## src/pmpc_pkg.sv

```systemverilog
/*
 pmpc_pkg: constants, types and register map of the multifunction pin control block.
 Assumes a single 200 MHz system clock domain with a synchronous active-high reset.
*/
// Functional notes
// [RULE1] data valid only while transmit enable high
// [RULE2] enable and data captured on reference rising edge
// [RULE3] master mode drives 50 MHz clock out
// [RULE4] output clock follows line recovered clock
// [RULE5] slave mode pin shows second indicator
// [RULE6] register setting makes pin gpio, overriding
// [RULE7] after reset shared pin is power-down input
// [RULE8] low level on pin means power-down
// [RULE9] software writes registers to select interrupt role
// [RULE10] interrupt role pulls pin low on interrupt
// [RULE11] interrupt output open-drain, released pulled high
// [RULE12] reset held 1 us restores defaults, resamples straps
// [RULE13] interrupt role ignores pin as power-down
`default_nettype none
package pmpc_pkg;
   // register offsets (word index on the plain port)
   localparam logic [3:0]  PMPC_REG_CTRL   = 4'h0;
   localparam logic [3:0]  PMPC_REG_STATUS = 4'h1;
   localparam logic [3:0]  PMPC_REG_MASK   = 4'h2;
   localparam logic [3:0]  PMPC_REG_GPIO   = 4'h3;
   localparam logic [3:0]  PMPC_REG_TXDATA = 4'h4;
   // control field positions
   localparam int          PMPC_CTRL_IRQ_SEL  = 0;
   localparam int          PMPC_CTRL_GPIO_SEL = 1;
   localparam int          PMPC_CTRL_LED2     = 2;
   // status / mask bit positions
   localparam int          PMPC_EV_TX_START = 0;
   localparam int          PMPC_EV_TX_END   = 1;
   localparam int          PMPC_EV_SLEEP    = 2;
   localparam int          PMPC_EV_EXT      = 3;
   localparam int          PMPC_EV_W        = 4;
   // reset values
   localparam logic [31:0] PMPC_CTRL_RST = 32'h0000_0000;
   localparam logic [31:0] PMPC_MASK_RST = 32'h0000_0000;
   // reset minimum hold time
   localparam int          PMPC_SYS_CLK_MHZ = 200;
   localparam int          PMPC_RST_MIN_NS  = 1000;
   localparam int          PMPC_RST_CYCLES  = (PMPC_RST_MIN_NS * PMPC_SYS_CLK_MHZ + 999) / 1000;

   // shared clock/indicator pin function
   typedef enum logic [1:0] {
      PMPC_CLK_OUT  = 2'b00,
      PMPC_LED2_OUT = 2'b01,
      PMPC_GPIO     = 2'b10
   } pmpc_pin_fn_e;

   // one captured transmit symbol
   typedef struct packed {
      logic       valid;
      logic [1:0] data;
   } pmpc_tx_sym_s;

   // register port request
   typedef struct packed {
      logic [3:0]  addr;
      logic [31:0] wdata;
      logic        wr;
      logic        rd;
   } pmpc_reg_req_s;
endpackage : pmpc_pkg
`default_nettype wire

```

## src/pmpc_sync.sv

```systemverilog
/*
 pmpc_sync: two flip-flop synchroniser for a vector of asynchronous inputs.
 Assumes the destination clock is the system clock.
*/
`default_nettype none
module pmpc_sync
   import pmpc_pkg::*;
#(
   parameter int W = 1
) (
   // clock and reset
   input  wire logic         sys_clk_in,
   input  wire logic         reset_in,
   // data
   input  wire logic [W-1:0] async_in,
   output logic      [W-1:0] sync_out
);
   logic [W-1:0] meta_q;
   logic [W-1:0] meta_d;
   logic [W-1:0] sync_q;
   logic [W-1:0] sync_d;

   // first stage feeds only the second stage
   always_comb begin
      meta_d = async_in;
      sync_d = meta_q;
   end

   always_ff @(posedge sys_clk_in) begin
      if (reset_in) begin
         meta_q <= '0;
         sync_q <= '0;
      end else begin
         meta_q <= meta_d;
         sync_q <= sync_d;
      end
   end

   assign sync_out = sync_q;
endmodule : pmpc_sync
`default_nettype wire

```

## src/pmpc_top.sv

```systemverilog
/*
 pmpc_top: multifunction pin control of a 10/100 PHY: transmit capture, shared
 clock/indicator pin selection and shared interrupt/sleep pin.
 Assumes the transmit reference clock, recovered clock and pins are asynchronous
 to sys_clk_in and far slower than it; reset_in is synchronous to sys_clk_in.
*/
`default_nettype none
module pmpc_top
   import pmpc_pkg::*;
(
   // clock and reset
   input  wire logic        sys_clk_in,
   input  wire logic        reset_in,
   // strap and line-side
   input  wire logic        master_strap_in,
   input  wire logic        recovered_clk_in,
   // rmii transmit from the mac
   input  wire logic        tx_ref_clk_in,
   input  wire logic        tx_en_in,
   input  wire logic [1:0]  tx_data_in,
   output logic             tx_valid_out,
   output logic [1:0]       tx_data_out,
   // shared clock/indicator pin
   input  wire logic        clock_or_indicator_pin_in,
   output logic             clock_or_indicator_pin_out,
   output logic             clock_or_indicator_pin_oe_n_out,
   // shared interrupt/sleep pin
   input  wire logic        irq_or_sleep_pin_in,
   output logic             irq_or_sleep_pin_out,
   output logic             irq_or_sleep_pin_oe_n_out,
   output logic             power_down_out,
   // indicator and interrupt sources
   input  wire logic        second_indicator_in,
   input  wire logic        ext_irq_in,
   // register port
   input  wire logic [3:0]  reg_addr_in,
   input  wire logic [31:0] reg_wdata_in,
   input  wire logic        reg_wr_in,
   input  wire logic        reg_rd_in,
   output logic [31:0]      reg_rdata_out,
   output logic             irq_out
);
   localparam int SW = 6;

   // synchronised external levels
   logic [SW-1:0] raw_w;
   logic [SW-1:0] syn_w;
   logic          txclk_s;
   logic          txen_s;
   logic [1:0]    txd_s;
   logic          recclk_s;
   logic          sleep_req_s;

   // sleep pin enters inverted: a synchroniser cleared by reset then reads as
   // no request, so the idle-high pin gives no false power-down after reset
   assign raw_w = {tx_ref_clk_in, tx_en_in, tx_data_in, recovered_clk_in,
                   ~irq_or_sleep_pin_in};

   pmpc_sync #(.W(SW)) u_sync (
      .sys_clk_in (sys_clk_in),
      .reset_in   (reset_in),
      .async_in   (raw_w),
      .sync_out   (syn_w)
   );

   assign {txclk_s, txen_s, txd_s, recclk_s, sleep_req_s} = syn_w;

   // state
   logic         txclk_prev_q, txclk_prev_d;
   pmpc_tx_sym_s tx_q, tx_d;
   logic         recclk_prev_q, recclk_prev_d;
   logic         ref_clk_q, ref_clk_d;
   logic         strap_q, strap_d;
   logic         strap_taken_q, strap_taken_d;
   logic [31:0]  ctrl_q, ctrl_d;
   logic [PMPC_EV_W-1:0] status_q, status_d;
   logic [PMPC_EV_W-1:0] mask_q, mask_d;
   logic         gpio_out_q, gpio_out_d;
   logic         gpio_oe_q, gpio_oe_d;
   logic         txen_prev_q, txen_prev_d;
   logic         sleep_q, sleep_d;
   logic         ext_prev_q, ext_prev_d;
   logic [31:0]  rdata_q, rdata_d;
   logic         gpio_in_s1_q, gpio_in_s2_q;
   pmpc_pin_fn_e pin_fn;
   logic         rise_tx;
   logic         irq_role;
   logic [PMPC_EV_W-1:0] ev;

   // transmit capture on synchronised reference rising edge
   always_comb begin
      rise_tx       = txclk_s & ~txclk_prev_q;          // [RULE2]
      txclk_prev_d  = txclk_s;
      tx_d          = tx_q;
      if (rise_tx) begin
         tx_d.valid = txen_s;                             // [RULE1]
         tx_d.data  = txen_s ? txd_s : 2'b00;             // [RULE1]
      end
   end

   // master clock out follows each recovered-clock edge
   always_comb begin
      recclk_prev_d = recclk_s;
      ref_clk_d     = ref_clk_q;
      if (recclk_s != recclk_prev_q) begin
         ref_clk_d = recclk_s;                            // [RULE4]
      end
   end

   // strap caught once after reset release
   always_comb begin
      strap_taken_d = 1'b1;
      strap_d       = strap_taken_q ? strap_q : master_strap_in; // [RULE12]
   end

   // pin function selection
   always_comb begin
      if (ctrl_q[PMPC_CTRL_GPIO_SEL]) begin
         pin_fn = PMPC_GPIO;                              // [RULE6]
      end else if (strap_q) begin
         pin_fn = PMPC_CLK_OUT;                           // [RULE3]
      end else begin
         pin_fn = PMPC_LED2_OUT;                          // [RULE5]
      end
   end

   // sleep and interrupt role of the shared pin
   always_comb begin
      irq_role    = ctrl_q[PMPC_CTRL_IRQ_SEL];            // [RULE7] [RULE9]
      sleep_d     = ~irq_role & sleep_req_s;              // [RULE8] [RULE13]
      txen_prev_d = txen_s;
      ext_prev_d  = ext_irq_in;
      ev                   = '0;
      ev[PMPC_EV_TX_START] = rise_tx & txen_s & ~tx_q.valid;
      ev[PMPC_EV_TX_END]   = rise_tx & ~txen_s & tx_q.valid;
      ev[PMPC_EV_SLEEP]    = sleep_d & ~sleep_q;
      ev[PMPC_EV_EXT]      = ext_irq_in & ~ext_prev_q;
   end

   // register file: writes, read-clear status, read data
   always_comb begin
      ctrl_d     = ctrl_q;
      mask_d     = mask_q;
      gpio_out_d = gpio_out_q;
      gpio_oe_d  = gpio_oe_q;
      status_d   = status_q;
      rdata_d    = 32'h0000_0000;
      if (reg_wr_in) begin
         case (reg_addr_in)
            PMPC_REG_CTRL: ctrl_d = reg_wdata_in & 32'h0000_0007;
            PMPC_REG_MASK: mask_d = reg_wdata_in[PMPC_EV_W-1:0];
            PMPC_REG_GPIO: begin
               gpio_out_d = reg_wdata_in[0];
               gpio_oe_d  = reg_wdata_in[1];
            end
            default: ;
         endcase
      end
      if (reg_rd_in) begin
         case (reg_addr_in)
            PMPC_REG_CTRL:   rdata_d = ctrl_q;
            PMPC_REG_STATUS: begin
               rdata_d  = {{(32-PMPC_EV_W){1'b0}}, status_q};
               status_d = '0;
            end
            PMPC_REG_MASK:   rdata_d = {{(32-PMPC_EV_W){1'b0}}, mask_q};
            PMPC_REG_GPIO:   rdata_d = {29'h0000_0000, gpio_in_s2_q, gpio_oe_q, gpio_out_q};
            PMPC_REG_TXDATA: rdata_d = {28'h0000_0000, strap_q, tx_q.valid, tx_q.data};
            default:         rdata_d = 32'h0000_0000;
         endcase
      end
      status_d = status_d | ev;                            // set wins over clear
   end

   always_ff @(posedge sys_clk_in) begin
      if (reset_in) begin                                  // [RULE12]
         txclk_prev_q  <= 1'b0;
         tx_q          <= '0;
         recclk_prev_q <= 1'b0;
         ref_clk_q     <= 1'b0;
         strap_q       <= 1'b0;
         strap_taken_q <= 1'b0;
         ctrl_q        <= PMPC_CTRL_RST;
         mask_q        <= PMPC_MASK_RST[PMPC_EV_W-1:0];
         status_q      <= '0;
         gpio_out_q    <= 1'b0;
         gpio_oe_q     <= 1'b0;
         txen_prev_q   <= 1'b0;
         sleep_q       <= 1'b0;
         ext_prev_q    <= 1'b0;
         rdata_q       <= 32'h0000_0000;
         gpio_in_s1_q  <= 1'b0;
         gpio_in_s2_q  <= 1'b0;
      end else begin
         txclk_prev_q  <= txclk_prev_d;
         tx_q          <= tx_d;
         recclk_prev_q <= recclk_prev_d;
         ref_clk_q     <= ref_clk_d;
         strap_q       <= strap_d;
         strap_taken_q <= strap_taken_d;
         ctrl_q        <= ctrl_d;
         mask_q        <= mask_d;
         status_q      <= status_d;
         gpio_out_q    <= gpio_out_d;
         gpio_oe_q     <= gpio_oe_d;
         txen_prev_q   <= txen_prev_d;
         sleep_q       <= sleep_d;
         ext_prev_q    <= ext_prev_d;
         rdata_q       <= rdata_d;
         gpio_in_s1_q  <= clock_or_indicator_pin_in;
         gpio_in_s2_q  <= gpio_in_s1_q;
      end
   end

   // shared clock/indicator pin drive
   always_comb begin
      case (pin_fn)
         PMPC_CLK_OUT: begin
            clock_or_indicator_pin_out      = ref_clk_q;   // [RULE3] [RULE4]
            clock_or_indicator_pin_oe_n_out = 1'b0;
         end
         PMPC_LED2_OUT: begin
            clock_or_indicator_pin_out      = second_indicator_in
                                              | ctrl_q[PMPC_CTRL_LED2]; // [RULE5]
            clock_or_indicator_pin_oe_n_out = 1'b0;
         end
         PMPC_GPIO: begin
            clock_or_indicator_pin_out      = gpio_out_q;  // [RULE6]
            clock_or_indicator_pin_oe_n_out = ~gpio_oe_q;
         end
         default: begin
            clock_or_indicator_pin_out      = 1'b0;
            clock_or_indicator_pin_oe_n_out = 1'b1;
         end
      endcase
   end

   // open-drain interrupt pin and outputs
   assign irq_out                   = |(status_q & mask_q);
   assign irq_or_sleep_pin_out      = 1'b0;                               // [RULE11]
   assign irq_or_sleep_pin_oe_n_out = ~(irq_role & irq_out);               // [RULE10] [RULE11]
   assign power_down_out            = sleep_q;                             // [RULE8]
   assign tx_valid_out              = tx_q.valid;
   assign tx_data_out               = tx_q.data;
   assign reg_rdata_out             = rdata_q;
endmodule : pmpc_top
`default_nettype wire
```

## config.mk

```make
export PLATFORM = sky130hd
export DESIGN_NAME = pmpc_top
export DESIGN_NICKNAME = d
export VERILOG_FILES = /design/src/pmpc_pkg.sv /design/src/pmpc_sync.sv /design/src/pmpc_top.sv
export SDC_FILE = /design/constraint.sdc
export NUM_CORES = 1
export LEC_CHECK = 0
export BUFFER_PORTS_ARGS = -buffer_cell sky130_fd_sc_hd__buf_2
export CORE_ASPECT_RATIO = 1.25
export CORE_UTILIZATION = 49
export DETAILED_ROUTE_END_ITERATION = 8
export PLACE_DENSITY = 0.81
export SETUP_SLACK_MARGIN = 0.5
export SLEW_MARGIN = 20
export SYNTH_ARGS = -nofsm -noshare
export SYNTH_HDL_FRONTEND = slang
export SYNTH_HIERARCHICAL = 1
export SYNTH_SLANG_ARGS = --single-unit
```

## constraint.sdc

```tcl
create_clock -name sys_clk_in -period 2.4 [get_ports sys_clk_in]
set_input_delay 0.12 -clock sys_clk_in [delete_from_list [all_inputs] [get_ports sys_clk_in]]
set_output_delay 0.12 -clock sys_clk_in [all_outputs]
set_load 0.02 [all_outputs]
```

==> results.tsv <==
metric	value	unit
Synth Area in Compound Gates	9.38	%
Iteration-0 DRC Markers	76	
root buf cell	clkbuf_8	
CTS tree	yes	
Chip Height	71.0	um
RSZ-0062 raised after global routing	false	
area grow syn2layout	10.2	%
vias in the first global route	1148	
fraction of the mapped netlist area in adder cells	0	%
main combinational cell family by area after synthesis	simple AND/OR/NAND/NOR gates	
Post-CTS Resized	0	
Critical Path, Cell by Cell	nor2b_1 > o31ai_1 > buf_2	
Antenna Cells	0	
GRT Residual Overflow	0	
synth warn	6	
layout cell share with drive strength beyond 1	28.3	%
Seq cells post-synth	41	
CP arrival	1200	ps
CP endpoint kind	output pin	
synthesized area	0.00187	mm2
Setup crit start kind	flop	
top cell type's share of synthesized area	44.0	%
Most used DFF post-synth	dfxtp_1	
core box area	0.00357	mm2
Synth Area per Inst	9.43	um2
fin crit share	54.9	%
final-report hold violation count	0	
post-synth cell types	35	
Worst Setup Slack, final	1080	ps
H-tree levels	2	
drt first pass iters	8	
CTS Buf Count	5	
Final TNS setup	0	ps
hold_buf cts	0	
Buf/Inv on CP	1	
Post-DP HPWL	2350	um
floorplan row count	24	
Fmax	759	MHz
delay-heaviest family, CP	flip-flops	
status	finished with violations	
full die area	0.00406	mm2
port buffer count	33	
total of max-cap violations	0	
endpoints failing setup	0	
Crit Path Class	flop to output pin	
leading area contributor after synthesis	dfxtp_1	
post-place setup slack	1030	ps
RePlAce Congestion	0.868	
DRC	6	
routed wire length	3300	um
GRT Total Usage	17.0	%
vias	1322	
WL/cell	12.3	um
I/O Pins	91	
initial antenna violation count	0	
most common cell in the synthesized netlist	dfxtp_1	
CP required	2280	ps
Final Critical Period	1320	ps
clk_lat worst skew	290	ps
clock slew at the register clock pins of the worst setup and hold paths	80	ps
Final #Nets	279	
failing checks	DRC	
CTS max path bufs	2	
HP Class	input pin to flop	
Power Density	728	mW/mm2
Via density	4.91	
Simple-Gate Fraction of Synth Area	23.9	%
largest cells by area after synthesis	dfxtp_1 (44%), buf_4 (12%), mux2i_1 (4.3%), nand2_1 (4.2%), a21oi_1 (3.8%)	
ys async rst share	0	%
Worst Path Max Fanout	4	
Clock Sinks	41	
Worst path max stage delay	360	ps
cell count after synthesis	198	
mux cell area share after synthesis	7.31	%
final-report max-slew violation count	0	
Post-synth top cells	dfxtp_1 (41), buf_4 (29), nand2_1 (21)	
Initial Util	52.2	%
critical path's slowest cell	dfxtp_1	
Peak VDD IR	0.000539	V
Post-CTS Setup Bufs	0	
Detail Route Antenna Nets	0	
post-synthesis sequential area ratio	44.0	%
number of synthesized flops with an enable pin	0	
Final Util	57.6	%
Die Width	57.2	um
xor-xnor portion of the synthesized cell area	0	%
clk_skew	7.23	ps
largest net degree at the start of global routing	18	
Leakage	0.000889	uW
global-route wire length before repair	5180	um
-- flip-flops by register name, summed over array words and instances, names as in the netlist, 2 cells and up --
name	count
u_sync/meta_q	6
u_sync/sync_out	6
mask_q	4
reg_rdata_out	4
status_q	4
ctrl_q	3
tx_data_out	2
-- per-layer routing --
| metal | GRT usage [%] | share of wire [%] |
|---|---|---|
| met5 | 0 | 0 |
| met3 | 6.03 | 6.1 |
| met1 | 19.2 | 42 |
| met4 | 10.3 | 4.1 |
| met2 | 27.3 | 48 |
-- final timing paths --
path	startpoint	endpoint	slack, ps	depth (start not counted)
worst min register to register	u_sync/meta_q[0]	u_sync/sync_out[0]	440	1
worst min-delay path	clock_or_indicator_pin_in	gpio_in_s1_q	30	2
worst max register to register	ctrl_q[0]	reg_rdata_out[0]	1160	3
worst max-delay path	strap_q	clock_or_indicator_pin_out	1080	3
-- stage by stage --
| stage | std cells | power, uW | hold slack [ps] | cell area [um2] |
|---|---|---|---|---|
| 3_5_place_dp | 261 | 863 | 337 | 1920 |
| 3_3_place_gp | 261 | 860 | 328 | 1920 |
| 6_report | 269 | 1500 | 29.1 | 2060 |
| 4_1_cts | 269 | 1510 | 28.3 | 2060 |
| 5_1_grt | 269 | 1550 | 26.4 | 2060 |
| 2_1_floorplan | 226 | 869 | 248 | 1970 |
-- where the power goes --
part	total (uW)	internal (uW)	leakage (uW)	switching, uW
clock network	650	413	0.0000681	237
logic	137	44.8	0.000485	92.3
registers	711	701	0.000335	10.6
total	1500	1160	0.000889	340
-- cell families after synthesis --
| group | after synthesis |
|---|---|
| AO/OA/AOI/OAI | 30 |
| buffers and inverters | 42 |
| flip-flops | 41 |
| multiplexers | 13 |
| other | 1 |
| AND/OR/NAND/NOR | 71 |
-- placed cells by master (no fill, tap or decap), types with 3 or more instances in the layout --
| cell | instances |
|---|---|
| a21oi_1 | 14 |
| a22oi_1 | 4 |
| buf_2 | 33 |
| clkbuf_8 | 5 |
| conb_1 | 29 |
| dfxtp_1 | 41 |
| inv_1 | 4 |
| mux2_2 | 5 |
| mux2i_1 | 8 |
| nand2_1 | 21 |
| nand2b_1 | 3 |
| nand3_1 | 7 |
| nand3b_1 | 5 |
| nor2_1 | 4 |
| nor2b_1 | 8 |
| nor2b_2 | 8 |
| nor3b_1 | 3 |
| o21ai_0 | 8 |
-- cell type report --
class                      instances  area (um2)
sequential                        41         821
tap                               39        48.8
clock buffer                       5        68.8
clock inverter                     3        65.1
fill                             335        1520
timing repair buffer              34         173
multi-input combinational        143         866
inverter                           4        15.0
(Power assumes the default switching activity.)
